## src/rtl/iicr_pkg.sv

```systemverilog
// Package: register map, field layout, reset values and shared types of the bus controller.
package iicr_pkg;

   // Register byte offsets
   localparam logic [7:0] OFF_RATE   = 8'h00;
   localparam logic [7:0] OFF_CTRL   = 8'h04;
   localparam logic [7:0] OFF_STATUS = 8'h08;
   localparam logic [7:0] OFF_MASK   = 8'h0C;
   localparam logic [7:0] OFF_DATA   = 8'h10;

   // Control register fields
   localparam int CTRL_EN  = 7;
   localparam int CTRL_IE  = 6;
   localparam int CTRL_MS  = 5;
   localparam int CTRL_DIR = 4;
   localparam int CTRL_ACK = 3;
   localparam int CTRL_RS  = 2;

   // Rate register fields
   localparam int RATE_SCALE_LSB = 6;
   localparam int RATE_INDEX_LSB = 0;

   // Status and mask fields
   localparam int ST_DONE  = 0;
   localparam int ST_ARB   = 1;
   localparam int ST_BUSY  = 4;
   localparam int ST_RXACK = 5;

   // Reset values
   localparam logic [7:0] RST_RATE = 8'h00;
   localparam logic [7:0] RST_CTRL = 8'h00;
   localparam logic [1:0] RST_MASK = 2'h0;

   // Scale field encodings, as shift amounts
   localparam logic [1:0] SCALE_X1 = 2'h0;
   localparam logic [1:0] SCALE_X2 = 2'h1;
   localparam logic [1:0] SCALE_X4 = 2'h2;

   // First row of the rate table held here
   localparam logic [5:0] INDEX_BASE = 6'h20;

   // Bit number of the acknowledge in a byte frame, after the eight data bits
   localparam logic [3:0] ACK_BIT = 4'h8;

   // One row of the rate table
   typedef struct packed {
      logic [11:0] div;
      logic [9:0]  sda_hold;
      logic [10:0] start_hold;
      logic [10:0] stop_hold;
   } iicr_rate_s;

   // Open-drain pin drive, enable low while pulling the wire
   typedef struct packed {
      logic scl_o;
      logic scl_oe_n;
      logic sda_o;
      logic sda_oe_n;
   } iicr_pins_s;

   // Bus engine states
   typedef enum logic [3:0] {
      ST_IDLE      = 4'h0,
      ST_START     = 4'h1,
      ST_WAIT      = 4'h2,
      ST_LOW       = 4'h3,
      ST_HIGH      = 4'h4,
      ST_STOP_LOW  = 4'h5,
      ST_STOP_HOLD = 4'h6,
      ST_RS_LOW    = 4'h7,
      ST_RS_HIGH   = 4'h8
   } iicr_state_e;

endpackage

```

## src/rtl/iicr_rate_rom.sv

```systemverilog
// Rate lookup: clock-rate index to SCL divider and hold counts.
`timescale 1ns/1ps
module iicr_rate_rom (
   // Selected index
   input  wire logic [5:0]         index,
   // Table row
   output iicr_pkg::iicr_rate_s    row
);

   // Row number within the held half of the table
   logic [4:0] sel;

   // Lower indices fall back onto the first held row
   always_comb begin
      if (index < iicr_pkg::INDEX_BASE) begin
         sel = 5'h00;
      end else begin
         sel = index[4:0];
      end
   end

   always_comb begin
      case (sel)
         5'h00: row = '{12'd160,  10'd17,  11'd78,   11'd81};
         5'h01: row = '{12'd192,  10'd17,  11'd94,   11'd97};
         5'h02: row = '{12'd224,  10'd33,  11'd110,  11'd113};
         5'h03: row = '{12'd256,  10'd33,  11'd126,  11'd129};
         5'h04: row = '{12'd288,  10'd49,  11'd142,  11'd145};
         5'h05: row = '{12'd320,  10'd49,  11'd158,  11'd161};
         5'h06: row = '{12'd384,  10'd65,  11'd190,  11'd193};
         5'h07: row = '{12'd480,  10'd65,  11'd238,  11'd241};
         5'h08: row = '{12'd320,  10'd33,  11'd158,  11'd161};
         5'h09: row = '{12'd384,  10'd33,  11'd190,  11'd193};
         5'h0A: row = '{12'd448,  10'd65,  11'd222,  11'd225};
         5'h0B: row = '{12'd512,  10'd65,  11'd254,  11'd257};
         5'h0C: row = '{12'd576,  10'd97,  11'd286,  11'd289};
         5'h0D: row = '{12'd640,  10'd97,  11'd318,  11'd321};
         5'h0E: row = '{12'd768,  10'd129, 11'd382,  11'd385};
         5'h0F: row = '{12'd960,  10'd129, 11'd478,  11'd481};
         5'h10: row = '{12'd640,  10'd65,  11'd318,  11'd321};
         5'h11: row = '{12'd768,  10'd65,  11'd382,  11'd385};
         5'h12: row = '{12'd896,  10'd129, 11'd446,  11'd449};
         5'h13: row = '{12'd1024, 10'd129, 11'd510,  11'd513};
         5'h14: row = '{12'd1152, 10'd193, 11'd574,  11'd577};
         5'h15: row = '{12'd1280, 10'd193, 11'd638,  11'd641};
         5'h16: row = '{12'd1536, 10'd257, 11'd766,  11'd769};
         5'h17: row = '{12'd1920, 10'd257, 11'd958,  11'd961};
         5'h18: row = '{12'd1280, 10'd129, 11'd638,  11'd641};
         5'h19: row = '{12'd1536, 10'd129, 11'd766,  11'd769};
         5'h1A: row = '{12'd1792, 10'd257, 11'd894,  11'd897};
         5'h1B: row = '{12'd2048, 10'd257, 11'd1022, 11'd1025};
         5'h1C: row = '{12'd2304, 10'd385, 11'd1150, 11'd1153};
         5'h1D: row = '{12'd2560, 10'd385, 11'd1278, 11'd1281};
         5'h1E: row = '{12'd3072, 10'd513, 11'd1534, 11'd1537};
         5'h1F: row = '{12'd3840, 10'd513, 11'd1918, 11'd1921};
         default: row = '{12'd160, 10'd17, 11'd78, 11'd81};
      endcase
   end

endmodule

```

## src/rtl/iicr_ctrl.sv

```systemverilog
// Bus controller top: APB registers, rate timing and the master bus engine.
//
// The implementer's own choices: the APB slave port and the register addresses.
`timescale 1ns/1ps
module iicr_ctrl (
   // Clock and reset
   input  wire logic               mclk,
   input  wire logic               srst,
   // APB slave
   input  wire logic [7:0]         paddr,
   input  wire logic               psel,
   input  wire logic               penable,
   input  wire logic               pwrite,
   input  wire logic [31:0]        pwdata,
   output logic [31:0]             prdata,
   output logic                    pready,
   output logic                    pslverr,
   // Bus line levels as seen on the wires
   input  wire logic               scl_i,
   input  wire logic               sda_i,
   // Bus line drive
   output iicr_pkg::iicr_pins_s    pins,
   // Interrupt request, level
   output logic                    irq
);

   // Software-visible state, plus the repeat request and master select history
   logic [7:0]              rate_r;        // Scale and index
   logic [7:0]              ctrl_r;        // Control one, repeat bit never stored
   logic [1:0]              status_r;      // Sticky events
   logic [1:0]              mask_r;        // Interrupt mask
   logic [7:0]              tx_data_r;     // Byte to send
   logic [7:0]              rx_data_r;     // Last byte received
   logic                    rxack_r;       // Ack seen after a sent byte
   logic [31:0]             prdata_r;      // Read data captured at setup
   logic                    slverr_r;      // Unmapped address at setup
   logic                    rs_req_r;      // Repeated start pending
   logic                    ms_prev_r;     // Master select one cycle ago

   // Engine state
   iicr_pkg::iicr_state_e   state_r;
   logic [15:0]             cnt_r;         // Phase timer
   logic [3:0]              bit_r;         // Bit within byte frame
   logic [7:0]              shift_r;       // Shift register
   logic                    scl_low_r;     // Pulling SCL low
   logic                    sda_low_r;     // Pulling SDA low
   logic                    done_ev_r;     // Byte finished, one cycle
   logic                    arb_ev_r;      // Arbitration lost on the wire, one cycle

   // Decoded access
   logic                    acc;           // Access phase
   logic                    wr;
   logic                    rd;
   logic                    setup;
   logic                    mapped;
   logic                    rs_write;      // Repeat bit written as one
   logic                    rs_bad;        // Repeat asked at the wrong time
   logic                    go;            // Start the next byte
   logic                    arb_any;       // Any loss of arbitration

   // Timing derived from the table
   iicr_pkg::iicr_rate_s    row;
   logic [1:0]              shamt;
   logic [15:0]             half_c;
   logic [15:0]             sdah_c;
   logic [15:0]             starth_c;
   logic [15:0]             stoph_c;
   logic                    drive_bit;     // Level wanted on SDA this bit
   logic                    en;
   logic                    ms;
   logic                    tx;

   assign en = ctrl_r[iicr_pkg::CTRL_EN];
   assign ms = ctrl_r[iicr_pkg::CTRL_MS];
   assign tx = ctrl_r[iicr_pkg::CTRL_DIR];

   // Table lookup
   iicr_rate_rom u_rom (
      .index (rate_r[5:0]),
      .row   (row)
   );

   always_comb begin
      case (rate_r[7:6])
         iicr_pkg::SCALE_X1: shamt = 2'h0;
         iicr_pkg::SCALE_X2: shamt = 2'h1;
         iicr_pkg::SCALE_X4: shamt = 2'h2;
         default:            shamt = 2'h0;   // Reserved code runs as factor one
      endcase
   end

   always_comb begin
      half_c   = 16'(({4'h0, row.div} << shamt) >> 1);
      sdah_c   = 16'({6'h00, row.sda_hold} << shamt);
      starth_c = 16'({5'h00, row.start_hold} << shamt);
      stoph_c  = 16'({5'h00, row.stop_hold} << shamt);
   end

   // APB decode; zero wait states, read data prepared at setup
   assign setup    = psel & ~penable;
   assign acc      = psel & penable;
   assign wr       = acc & pwrite;
   assign rd       = acc & ~pwrite;
   assign pready   = 1'b1;
   assign prdata   = prdata_r;
   assign pslverr  = acc & slverr_r;
   assign mapped   = (paddr == iicr_pkg::OFF_RATE) | (paddr == iicr_pkg::OFF_CTRL) |
                     (paddr == iicr_pkg::OFF_STATUS) | (paddr == iicr_pkg::OFF_MASK) |
                     (paddr == iicr_pkg::OFF_DATA);
   assign rs_write = wr & ~slverr_r & (paddr == iicr_pkg::OFF_CTRL) & pwdata[iicr_pkg::CTRL_RS];

   assign rs_bad  = rs_write & ~(en & ms & (state_r == iicr_pkg::ST_WAIT));
   assign arb_any = rs_bad | arb_ev_r;

   assign go = (state_r == iicr_pkg::ST_WAIT) & (paddr == iicr_pkg::OFF_DATA) &
               ((wr & tx) | (rd & ~tx));

   // Read mux sampled in the setup cycle so prdata comes from a flop
   always_ff @(posedge mclk) begin
      if (srst) begin
         prdata_r <= 32'h0000_0000;
         slverr_r <= 1'b0;
      end else if (setup) begin
         slverr_r <= ~mapped;
         case (paddr)
            iicr_pkg::OFF_RATE:   prdata_r <= {24'h000000, rate_r};
            iicr_pkg::OFF_CTRL:   prdata_r <= {24'h000000, ctrl_r & 8'hFB};
            iicr_pkg::OFF_STATUS: prdata_r <= {26'h0000000, rxack_r, (state_r != iicr_pkg::ST_IDLE),
                                               2'h0, status_r};
            iicr_pkg::OFF_MASK:   prdata_r <= {30'h00000000, mask_r};
            iicr_pkg::OFF_DATA:   prdata_r <= {24'h000000, rx_data_r};
            default:              prdata_r <= 32'h0000_0000;
         endcase
      end
   end

   // Rate, mask and transmit byte
   always_ff @(posedge mclk) begin
      if (srst) begin
         rate_r    <= iicr_pkg::RST_RATE;
         mask_r    <= iicr_pkg::RST_MASK;
         tx_data_r <= 8'h00;
      end else if (wr) begin
         if (paddr == iicr_pkg::OFF_RATE) begin
            rate_r <= pwdata[7:0];
         end
         if (paddr == iicr_pkg::OFF_MASK) begin
            mask_r <= pwdata[1:0];
         end
         if (paddr == iicr_pkg::OFF_DATA) begin
            tx_data_r <= pwdata[7:0];
         end
      end
   end

   // Control one; hardware drops master select on arbitration loss
   always_ff @(posedge mclk) begin
      if (srst) begin
         ctrl_r    <= iicr_pkg::RST_CTRL;
         ms_prev_r <= 1'b0;
      end else begin
         ms_prev_r <= ms;
         if (wr & (paddr == iicr_pkg::OFF_CTRL)) begin
            ctrl_r <= pwdata[7:0] & 8'hFB;
         end
         // Loss forces slave mode without a stop on the wire
         if (arb_any) begin
            ctrl_r[iicr_pkg::CTRL_MS] <= 1'b0;
         end
      end
   end

   // Repeated start request; taken by the engine from the wait state
   always_ff @(posedge mclk) begin
      if (srst) begin
         rs_req_r <= 1'b0;
      end else if (rs_write & ~rs_bad) begin
         rs_req_r <= 1'b1;
      end else if ((state_r == iicr_pkg::ST_RS_LOW) | ~en | arb_any) begin
         rs_req_r <= 1'b0;
      end
   end

   // Sticky status; a new event beats a same-cycle clear
   always_ff @(posedge mclk) begin
      if (srst) begin
         status_r <= 2'h0;
      end else begin
         if (wr & (paddr == iicr_pkg::OFF_STATUS)) begin
            status_r <= status_r & ~pwdata[1:0];
         end
         if (done_ev_r) begin
            status_r[iicr_pkg::ST_DONE] <= 1'b1;
         end
         if (arb_any) begin
            status_r[iicr_pkg::ST_ARB] <= 1'b1;
         end
      end
   end

   assign irq = ctrl_r[iicr_pkg::CTRL_IE] & |(status_r & mask_r);

   // Level for SDA in the current bit: data out, released, or ack control
   always_comb begin
      if (bit_r < iicr_pkg::ACK_BIT) begin
         drive_bit = tx ? shift_r[7] : 1'b1;
      end else begin
         drive_bit = tx ? 1'b1 : ctrl_r[iicr_pkg::CTRL_ACK];
      end
   end

   // Bus engine: phases, timers, shifting and line drive
   always_ff @(posedge mclk) begin
      if (srst) begin
         state_r   <= iicr_pkg::ST_IDLE;
         cnt_r     <= 16'h0000;
         bit_r     <= 4'h0;
         shift_r   <= 8'h00;
         scl_low_r <= 1'b0;
         sda_low_r <= 1'b0;
         done_ev_r <= 1'b0;
         arb_ev_r  <= 1'b0;
         rx_data_r <= 8'h00;
         rxack_r   <= 1'b0;
      end else if (~en | arb_any) begin
         state_r   <= iicr_pkg::ST_IDLE;
         cnt_r     <= 16'h0000;
         scl_low_r <= 1'b0;
         sda_low_r <= 1'b0;
         done_ev_r <= 1'b0;
         arb_ev_r  <= 1'b0;
      end else begin
         done_ev_r <= 1'b0;
         arb_ev_r  <= 1'b0;
         case (state_r)
            iicr_pkg::ST_IDLE: begin
               cnt_r <= 16'h0000;
               if (ms & ~ms_prev_r) begin
                  sda_low_r <= 1'b1;
                  state_r   <= iicr_pkg::ST_START;
               end
            end
            iicr_pkg::ST_START: begin
               // SDA low with SCL high, held for the start count
               cnt_r <= cnt_r + 16'h0001;
               if (cnt_r + 16'h0001 >= starth_c) begin
                  scl_low_r <= 1'b1;
                  cnt_r     <= 16'h0000;
                  state_r   <= iicr_pkg::ST_WAIT;
               end
            end
            iicr_pkg::ST_WAIT: begin
               // SCL parked low between bytes
               cnt_r <= 16'h0000;
               if (go) begin
                  bit_r   <= 4'h0;
                  shift_r <= tx ? (pwdata[7:0] & {8{wr}}) | (tx_data_r & {8{~wr}}) : 8'hFF;
                  state_r <= iicr_pkg::ST_LOW;
               end else if (rs_req_r) begin
                  state_r <= iicr_pkg::ST_RS_LOW;
               end else if (~ms) begin
                  sda_low_r <= 1'b1;
                  state_r   <= iicr_pkg::ST_STOP_LOW;
               end
            end
            iicr_pkg::ST_LOW: begin
               cnt_r <= cnt_r + 16'h0001;
               // SDA changes only after the hold past the falling edge
               if (cnt_r + 16'h0001 == sdah_c) begin
                  sda_low_r <= ~drive_bit;
               end
               if (cnt_r + 16'h0001 >= half_c) begin
                  scl_low_r <= 1'b0;
                  cnt_r     <= 16'h0000;
                  state_r   <= iicr_pkg::ST_HIGH;
               end
            end
            iicr_pkg::ST_HIGH: begin
               // Timer waits while another party stretches SCL low
               if (scl_i) begin
                  cnt_r <= cnt_r + 16'h0001;
               end
               if (scl_i & (cnt_r + 16'h0001 >= half_c)) begin
                  cnt_r     <= 16'h0000;
                  scl_low_r <= 1'b1;
                  if ((bit_r < iicr_pkg::ACK_BIT) & tx & ~sda_low_r & ~sda_i) begin
                     // Someone else pulled a one we sent low
                     arb_ev_r <= 1'b1;
                  end else if (bit_r == iicr_pkg::ACK_BIT) begin
                     if (tx) begin
                        rxack_r <= sda_i;
                     end else begin
                        rx_data_r <= shift_r;
                     end
                     done_ev_r <= 1'b1;
                     state_r   <= iicr_pkg::ST_WAIT;
                  end else begin
                     shift_r <= {shift_r[6:0], sda_i};
                     bit_r   <= bit_r + 4'h1;
                     state_r <= iicr_pkg::ST_LOW;
                  end
               end
            end
            iicr_pkg::ST_STOP_LOW: begin
               // SDA low under low SCL before the release
               cnt_r <= cnt_r + 16'h0001;
               if (cnt_r + 16'h0001 >= half_c) begin
                  scl_low_r <= 1'b0;
                  cnt_r     <= 16'h0000;
                  state_r   <= iicr_pkg::ST_STOP_HOLD;
               end
            end
            iicr_pkg::ST_STOP_HOLD: begin
               cnt_r <= cnt_r + 16'h0001;
               if (cnt_r + 16'h0001 >= stoph_c) begin
                  sda_low_r <= 1'b0;
                  cnt_r     <= 16'h0000;
                  state_r   <= iicr_pkg::ST_IDLE;
               end
            end
            iicr_pkg::ST_RS_LOW: begin
               // Release SDA under low SCL, then raise SCL
               cnt_r <= cnt_r + 16'h0001;
               if (cnt_r + 16'h0001 == sdah_c) begin
                  sda_low_r <= 1'b0;
               end
               if (cnt_r + 16'h0001 >= half_c) begin
                  sda_low_r <= 1'b0;
                  scl_low_r <= 1'b0;
                  cnt_r     <= 16'h0000;
                  state_r   <= iicr_pkg::ST_RS_HIGH;
               end
            end
            iicr_pkg::ST_RS_HIGH: begin
               cnt_r <= cnt_r + 16'h0001;
               if (cnt_r + 16'h0001 >= half_c) begin
                  sda_low_r <= 1'b1;
                  cnt_r     <= 16'h0000;
                  state_r   <= iicr_pkg::ST_START;
               end
            end
            default: begin
               state_r   <= iicr_pkg::ST_IDLE;
               scl_low_r <= 1'b0;
               sda_low_r <= 1'b0;
            end
         endcase
      end
   end

   // Open-drain drive: output always low, enable low while pulling
   assign pins.scl_o    = 1'b0;
   assign pins.scl_oe_n = ~scl_low_r;
   assign pins.sda_o    = 1'b0;
   assign pins.sda_oe_n = ~sda_low_r;

endmodule

```

## config.mk

```make
export PLATFORM = sky130hd
export DESIGN_NAME = iicr_ctrl
export DESIGN_NICKNAME = d
export VERILOG_FILES = /design/src/rtl/iicr_pkg.sv /design/src/rtl/iicr_rate_rom.sv /design/src/rtl/iicr_ctrl.sv
export SDC_FILE = /design/constraint.sdc
export NUM_CORES = 1
export LEC_CHECK = 0
export BUFFER_PORTS_ARGS = -buffer_cell sky130_fd_sc_hd__buf_4
export CAP_MARGIN = 15
export CELL_PAD_IN_SITES_DETAIL_PLACEMENT = 0
export CELL_PAD_IN_SITES_GLOBAL_PLACEMENT = 1
export CORE_MARGIN = 10
export CORE_UTILIZATION = 35
export DETAILED_ROUTE_END_ITERATION = 16
export GPL_ROUTABILITY_DRIVEN = 0
export PLACE_DENSITY = 0.75
export SETUP_SLACK_MARGIN = 0.2
export SKIP_CTS_REPAIR_TIMING = 1
export SYNTH_ARGS = -nofsm -noshare
export SYNTH_HDL_FRONTEND = slang
export SYNTH_SLANG_ARGS = --single-unit
```

## constraint.sdc

```tcl
create_clock -name mclk -period 3.8 [get_ports mclk]
set_input_delay 0.57 -clock mclk [delete_from_list [all_inputs] [get_ports mclk]]
set_output_delay 0.57 -clock mclk [all_outputs]
set_load 0.1 [all_outputs]
```

# Yosys cells after proc, flatten, opt, wreduce, memory -nomap -nowiden
# Memories as Yosys holds them, arrays and structs flattened.
# Cells that the tools add are included.
op_classes:
  add_sub_neg: 2
  mul: 0
  div: 0
  n_lt_le_gt_ge: 5
  n_eq_ne: 35
  shifts: 4
  n_mux: 58
  n_bitwise: 59
  reduce_logical: 28
op_table:
  columns: ["cell", "count"]
  rows:
  - ["$mux W16", 5]
  - ["$pmux W16 S5", 1]
  - ["$mux W4", 16]
  - ["$mux W8", 5]
  - ["$pmux W8 S5", 1]
  - ["$pmux W4 S9", 1]
  - ["$ge A16 B16 Y1", 2]
  - ["$shl A11 B2 Y16", 2]
  - ["$ne A2 B2 Y1 const B", 14]
  - ["$and A1 B1 Y1", 24]
  - ["$mux W1", 22]
  - ["$not A1 Y1", 20]
  - ["$reduce_and A6 Y1", 3]
  - ["$add A16 B1 Y16 const B", 1]
  - ["$and A8 B8 Y8", 2]
  - ["$eq A16 B16 Y1", 1]
  - ["$eq A4 B3 Y1 const B", 4]
  - ["$eq A8 B4 Y1 const B", 2]
  - ["$ge A16 B15 Y1", 1]
  - ["$pmux W8 S2", 1]
  - ["$shl A10 B2 Y16", 1]
  - ["$shl A12 B2 Y16", 1]
  - ["$reduce_or A4 Y1", 3]
  - ["$reduce_and A10 Y1", 1]
  - ["35 further kinds", 57]
word_totals:
  regBits: 107
  latchBits: 0
  ramBits: 0
  romBits: 864
  input_bits: 47
  output_inout_bits: 39
  wordCells: 213
  n_memories: 1
mem_list:
  columns: ["name", "depth", "width", "read_ports", "rd_clocked_by_memory_dff", "wr", "line_no", "rtl"]
  rows:
  - ["(no name shown)", 32, 27, 1, 0, 0, "iicr_rate_rom.sv:23", "case (sel)"]

# Logic depth before layout (Yosys ltp)
# Gate-level depths: netlist of run 1.
logic_depth:
  depth_word: 10
  mapped_depth: 20
  mapped_depth_nobuf: 17

# Modules after synthesis
# Synthesis of run 1 repeated with hierarchy kept, for this count alone.
hier_totals:
  hier_cells: 1015
  hier_area_um2: 7633.6
modules_own_cells:
  columns: ["module", "instances", "cells_each", "area_per_inst_um2", "seq_area_each_um2"]
  rows:
  - ["iicr_ctrl", 1, 887, 6847.8, 1661.6]
  - ["iicr_rate_rom", 1, 128, 785.8, 0.0]

# Least setup slack after synthesis of run 1
# No wires, ideal clock.
synth_path:
  path_type: "register -> register"
  from: "register rate_r[3]"
  to: "register cnt_r[2]"
  setup_ps: 74
  arrival_time_ps: 3980
  required_time_ps: 3726
  slack_ps: -254
  stages_incl_launch_ff: 18
  path_buffers: 4
  period_less_slack_ps: 4054
  path_cell_list: "dfxtp_1 buf_2 buf_1 clkbuf_1 clkbuf_1 nor2_1 or4_1 o21ai_0 mux2i_1 ha_1 a21o_1 a21o_1 a211o_1 o211ai_1 nand4b_1 and3b_4 or4b_1 a31oi_1"
synth_via:
  elab_chain_len: 8
  word_cells_on_any_way: 17
  cone_classes: "4 x order compare; 1 x eq/ne; 3 x shift; 6 x mux; 1 x bitwise; 1 x reduce/logical; 1 x memory"
synth_rtl:
  columns: ["element", "line_no", "rtl"]
  rows:
  - ["from (decl)", "iicr_ctrl.sv:28", "logic [7:0] rate_r;"]
  - ["from (signal assigned)", "iicr_ctrl.sv:140", "rate_r <= iicr_pkg::RST_RATE;"]
  - ["from (signal assigned)", "iicr_ctrl.sv:145", "rate_r <= pwdata[7:0];"]
  - ["$lt A6 B6 Y1", "iicr_rate_rom.sv:15", "if (index < iicr_pkg::INDEX_BASE) begin"]
  - ["$mux W5 (*)", "iicr_rate_rom.sv:15", null]
  - ["$mem_v2 Z32 W27 (*)", null, null]
  - ["$shl A12 B2 Y16", "iicr_ctrl.sv:93", "half_c = 16'(({4'h0, row.div} << shamt) >> 1);"]
  - ["$ge A16 B15 Y1", null, null]
  - ["$and A1 B1 Y1", "iicr_ctrl.sv:283", "if (scl_i & (cnt_r + 16'h0001 >= half_c)) begin"]
  - ["$mux W16 / $ne A3 B3 Y1 (equally long branches)", null, null]
  - ["$pmux W16 S5 / $reduce_and A2 Y1 (equally long branches)", null, null]
  - ["to (signal assigned)", "iicr_ctrl.sv:281", "cnt_r <= cnt_r + 16'h0001;"]
  - ["to (signal assigned)", "iicr_ctrl.sv:306", "cnt_r <= cnt_r + 16'h0001;"]
  - ["to (signal assigned)", "iicr_ctrl.sv:335", "cnt_r <= cnt_r + 16'h0001;"]
  - ["to (decl)", "iicr_ctrl.sv:42", "logic [15:0] cnt_r;"]
# Mark *: on every way between the ends. The rest lies on a longest branch, timed or not.
# A chain may end at the register's enable or synchronous reset.

# Worst setup path after layout of run 1
layout_path:
  from: "register rate_r[2]"
  to: "register cnt_r[2]"
# The elaborated chain is that of the path after synthesis.

==> impl_metrics.ini, run 1 <==
[routing]
routedWlPerCell_um = 16.8
initialDrtViolationCount = 553
drc = 0
drtAntennaViolNets = 0
finalWirelength_um = 20000
via_per_inst = 5.50
vias = 6541
first_pass_iters = 5

[clock_tree]
cts.sinks = 83
cts_htree_levels = 3
cts_buffers = 9
clk_path_buf_depth = 2
root_buffer = clkbuf_16
cts_tree = yes
clkSlewWorstSetupHoldPaths_ns = 0.07
clock_latency_ns = 0.36

[global_routing]
antenna_found_initial = 0
grt_pass1_wl_um = 31800
grt_max_degree = 60
grt_usage_pct = 16.0
gr-total-overflow = 0
first_global_vias = 6180

[critical_path]
crit_end = cnt_r[2]
worst-path-buf-inv = 1
startpoint = rate_r[2]
timing.rr.end = cnt_r[2]
crit_family = simple AND/OR/NAND/NOR gates
cp-end-kind = flop
worstPathCellList = buf_6, nor2b_4, nor2_1, nor2_1, or4_4, mux2i_2, nor2_1, a21o_1, ha_1, a21o_1, a21o_1, a211o_1, o211ai_1, nand4b_1, and3b_4, or4b_1, a31oi_1
cp-start-kind = flop
crit_type = flop to flop
worst_path_max_delay_cell = or4b_1
r2r_slack_ns = 0.13
crit_arrival_ns = 3.96
cp.required_ns = 4.09
r2r_cells = 17
worst-path-max-fanout = 8
cpPeakStageDelay_ns = 0.47
rr_startpoint = rate_r[2]
path_depth = 17

[logic_synthesis]
synth-edff-count = 0
synthFlopType = dfxtp_1
synthCells = 882
synth_area_um2 = 6480
async_flop_share_pct = 0
yosys_register_bits = 83
synth_cell_types = 78
seq_area_frac_synth_pct = 25.7
synth.avg_cell_area_um2 = 7.34
yosys_warnings = 0

[floorplanning]
rows = 49
die_y_um = 156
ios = 86
start_util_pct = 35.8
die_w_um = 156
die_area_um2 = 24300
design.core.area_um2 = 18100

[sta]
fin_crit_sh_pct = 96.6
fin_crit_ns = 3.67
worst_pin_slew_ns = 0.922
rsz0062_at_grt = yes
slew_viol_final = 0
hold_viol = 0
relSlewSlack_pct = 38.3
clock_skew_ns = 0.00876
fmax_ghz = 0.272
finalSetupViolCount = 0

[cells_and_area]
regArea_um2 = 1680
drive_above_1_share_pct = 23.3
syn_to_final_growth_pct = 23.2
diodes = 0
num-fill-cells = 1854
final_core_util_pct = 44.1
fin_nets = 1036
multiInputGateArea_um2 = 4640

[placed_design]
io_buffer_count = 34
place_hpwl_um = 14900

[status]
status = completed

[power_and_ir_drop]
power_uw = 1940
pwr_density_cell_nw_per_um2 = 243
peakVddDrop_uv = 189
p_leak_uw = 0.00293

[min_path]
hold_path_class = flop to flop
whs_path_depth = 2

[run]
maxCapViolCount = 0
[cell usage in the layout, fill, tap and decap left out, drive strengths merged, types with 8 or more instances in the layout]
cell,count
mux2i,29
xor2,11
o21ai,38
nand2,119
or3,16
xnor2,15
a31oi,11
nand3,39
a21oi,81
inv,31
and3,14
ha,34
nor2,87
clkbuf,11
nand2b,15
nor3,21
nand4,15
conb,27
buf,120
dfxtp,83
o211ai,9
a21o,8
nor2b,9
[metrics by stage]
stage / TNS (ns) / std cells / cell area [µm²] / setup slack, ns / hold WS, ns
3_3_place_gp: -0.326 / 1163 / 7300 / -0.0423 / 0.421
2_1_floorplan: 0 / 907 / 6660 / 0.176 / 0.413
4_1_cts: -0.903 / 1179 / 7590 / -0.104 / 0.442
6_report: 0 / 1189 / 7980 / 0.129 / 0.440
5_1_grt: -0.00883 / 1189 / 7980 / -0.00883 / 0.476
3_5_place_dp: -0.728 / 1163 / 7300 / -0.0985 / 0.425
[cell usage after synthesis (all sizes together) (6+ instances only)]
library cell | n | area (µm²)
a21oi | 81 | 405
nand4 | 15 | 100
a31oi | 11 | 68.8
inv | 26 | 97.6
nor2b | 9 | 56.3
xnor2 | 15 | 131
or4 | 6 | 45.0
buf | 40 | 262
nand3 | 39 | 195
nand2b | 15 | 93.8
or3 | 16 | 110
a211oi | 7 | 52.6
clkbuf | 44 | 165
nor2 | 87 | 327
and3 | 14 | 87.6
ha | 34 | 425
a222oi | 7 | 70.1
a21o | 8 | 60.1
o21ai | 38 | 205
o211ai | 9 | 67.6
xor2 | 11 | 96.3
nor4 | 6 | 52.6
dfxtp | 83 | 1660
nor3 | 21 | 105
o21a | 7 | 52.6
mux2i | 29 | 290
nand2 | 119 | 447
[cell families after synthesis]
kind of cell               Yosys count  synth area share (%)
AOI/OAI and AO/OA                  213                  21.5
xor gates and xnor gates            26                  3.52
buffers and inverters              113                  8.27
DFF                                 83                  25.7
muxes                               34                  5.35
other                                2                 0.116
and+or+nand+nor                    376                  28.8
adders and majority gates           35                  6.72
[flip-flops by register name (all words and copies together) (netlist names)]
signal and cells:
cnt_r 16, prdata 8, rate_r 8, rx_data_r 8, shift_r 8, tx_data_r 8, ctrl_r 7, bit_r 4
state_r 4, mask_r 2, status_r 2, arb_ev_r 1, done_ev_r 1, ms_prev_r 1, rs_req_r 1, rxack_r 1
scl_low_r 1, sda_low_r 1, slverr_r 1
[how the worst min path moves through the flow]
stage	slack, ns	to	start
floorplan	0.41	status_r[0]	done_ev_r
global placement	0.42	status_r[0]	done_ev_r
detailed placement	0.43	status_r[0]	done_ev_r
CTS	0.44	status_r[0]	done_ev_r
global route	0.48	tx_data_r[2]	tx_data_r[2]
finish	0.44	status_r[0]	done_ev_r
[metal layers]
layer | share of wire [%] | routed length, µm | up-vias | global-route usage, %
met5 | 0 | 0 | - | 0
met4 | 2.3 | 465 | 0 | 6.43
met3 | 5.8 | 1150 | 35 | 3.78
met2 | 46 | 9260 | 162 | 25.4
met1 | 46 | 9090 | 3079 | 20.3
li1 | - | - | 3265 | -
[cell type report]
class	instances	area share [%]
Clock buffer	10	3.00
Inverter	29	1.41
Sequential cell	83	21.0
Clock inverter	6	0.659
Multi-Input combinational cell	711	58.2
Tap cell	229	3.59
Timing Repair Buffer	121	12.1
[tightest hold or removal path, delay by kind of cell (launching register included)]
family,cells,cell delay (ns)
compound gates,1,0.03
flops,1,0.31
simple gates,1,0.07
[power breakdown]
| part | leakage, µW | switching [µW] | total (µW) | internal, µW |
|---|---|---|---|---|
| Clock | 0.000138 | 404 | 877 | 473 |
| Sequential | 0.000673 | 2.27 | 871 | 869 |
| Combinational | 0.00212 | 169 | 193 | 24.3 |
| Total | 0.00293 | 576 | 1940 | 1370 |
Power figures use the tool's default switching activity.
==> run 2, diff against run 1 <==
--- a/config.mk
+++ b/config.mk
@@ -16,4 +16,4 @@
 export PLACE_DENSITY = 0.75
+export REMOVE_ABC_BUFFERS = 1
 export SETUP_SLACK_MARGIN = 0.2
-export SKIP_CTS_REPAIR_TIMING = 1
 export SYNTH_ARGS = -nofsm -noshare
==> constraint.sdc (replaced) <==
create_clock -name mclk -period 3.8 [get_ports mclk]
set_input_delay 0.38 -clock mclk [delete_from_list [all_inputs] [get_ports mclk]]
set_output_delay 0.38 -clock mclk [all_outputs]
set_load 0.1 [all_outputs]
==> impl_metrics.ini, run 2 (synthesis results as in run 1) <==
[floorplanning]
die_area_um2 = 24300
die_y_um = 156
design.core.area_um2 = 18100
ios = 86
die_w_um = 156
start_util_pct = 35.8
rows = 49

[placed_design]
io_buffer_count = 34
placed_area_um2 = 7510
place_hpwl_um = 14800
placed_cells = 1189
pre_cts_ws_ns = -0.258

[global_routing]
first_global_vias = 6189
grt_pass1_wl_um = 31800
grt_max_degree = 60
antenna_found_initial = 0
grt_usage_pct = 15.7
gr-total-overflow = 0

[routing]
vias = 6553
initialDrtViolationCount = 637
first_pass_iters = 5
routedWlPerCell_um = 16.1
drtAntennaViolNets = 0
drc = 0
via_per_inst = 5.36
finalWirelength_um = 19600

[sta]
worst_pin_slew_ns = 0.917
hold_viol = 0
clock_skew_ns = 0.0142
timing.final.ws_setup_ns = 0.120
fin_crit_sh_pct = 96.8
fin_crit_ns = 3.68
slew_viol_final = 0
relSlewSlack_pct = 38.8
rsz0062_at_grt = yes
fmax_ghz = 0.272
finalSetupViolCount = 0
fin_setup_tns_ns = 0

[clock_tree]
cts_tree = yes
root_buffer = clkbuf_16
clk_path_buf_depth = 2
clkSlewWorstSetupHoldPaths_ns = 0.07
cts_buffers = 9
cts.sinks = 83
cts_htree_levels = 3
clock_latency_ns = 0.35

[critical_path]
crit_type = flop to flop
cp-start-kind = flop
r2r_slack_ns = 0.12
cp.required_ns = 4.08
cp-end-kind = flop
worst-path-max-fanout = 7
crit_arrival_ns = 3.96

[status]
status = completed

[power_and_ir_drop]
intPower_uw = 1420
pwr-share-clk_pct = 46.8
peakVddDrop_uv = 396
seq_power_share_pct = 43.6
pwr_density_cell_nw_per_um2 = 240
p_leak_uw = 0.00317
p_comb_share_pct = 9.6
power_uw = 1990
switching_share_pct = 28.7
switching_power_uw = 571

[cells_and_area]
drive_above_1_share_pct = 25.4
finalNonFillerCells = 1222
largest_reg_flops = 16
mostFrequentLayoutCell = buf_4
fin_nets = 1069
mostFrequentLayoutCells = buf_4, nand2_1, nor2_1
diodes = 0
final_cell_area_um2 = 8320
largest-register = cnt_r
syn_to_final_growth_pct = 28.5

[min_path]
hold_path_class = input pin to flop

[run]
maxCapViolCount = 0
## run 2: changes by cell type in the layout (fill, tap and decap cells not counted), moves of 4 or more
cell     previous run  this run
a21oi_2            12         8
buf_4             109       139
nand2_2             6         2
a21oi_1            69        73
o21ai_0            23        17
dfxtp_2             4         0
## run 2: layout make-up
| class | count | area (µm²) |
|---|---|---|
| inverter | 29 | 110 |
| tap | 229 | 287 |
| multi-input combinational | 711 | 4660 |
| fill | 1834 | 9770 |
| sequential | 83 | 1680 |
| clock inverter | 7 | 96.3 |
| clock buffer | 9 | 225 |
| timing repair buffer | 154 | 1260 |
## run 2: worst paths after layout
check,start,depth (start not counted),endpoint
min,pwdata[4],3,tx_data_r[4]
min reg2reg,tx_data_r[5],2,tx_data_r[5]
max reg2reg,rate_r[3],16,state_r[2]
max,rate_r[3],16,state_r[2]
## run 2: timing repair
action	CTS	global route
endpoints found under the hold margin	0	0
buffers inserted	12	5
gates cloned	0	0
gates resized for setup	64	39
hold buffers	0	0
pin swaps	26	26
setup endpoints to repair	43	42
## run 2: power groups by stage
stage / logic (µW) / registers, µW / clock network (µW)
6_report: 191 / 869 / 933
5_1_grt: 198 / 869 / 982
2_1_floorplan: 132 / 901 / 0
4_1_cts: 189 / 869 / 959
3_3_place_gp: 189 / 893 / 0
3_5_place_dp: 189 / 893 / 0
## run 2: through the flow
step / hold slack, ns / utilization [%]
after floorplan: 0.413 / -
after global placement: 0.443 / 41.5
after detailed placement: 0.448 / 41.5
after CTS: 0.302 / 45.0
after global routing: 0.312 / 46.0
final: 0.314 / 46.0
## run 2: worst max-delay path, stage by stage, from the launching register on
cell and delay [ns]:
dfxtp_4 0.38, buf_6 0.14, a211oi_2 0.20, a21oi_1 0.06, nor2_1 0.16, o21ai_2 0.10, mux2_4 0.30, mux2_4 0.28
ha_4 0.27, nand2_1 0.06, or3_4 0.34, o311ai_4 0.27, buf_4 0.15, o22a_1 0.19, nand4b_4 0.13, or4_4 0.43
a21oi_2 0.14
## run 2: routing by layer
metal / track usage [%] / vias up / routed length [µm]
li1: - / 3336 / -
met1: 21.1 / 3049 / 9280
met2: 25.8 / 148 / 9280
met3: 1.71 / 20 / 775
met4: 4.41 / 0 / 287
met5: 0 / - / 0
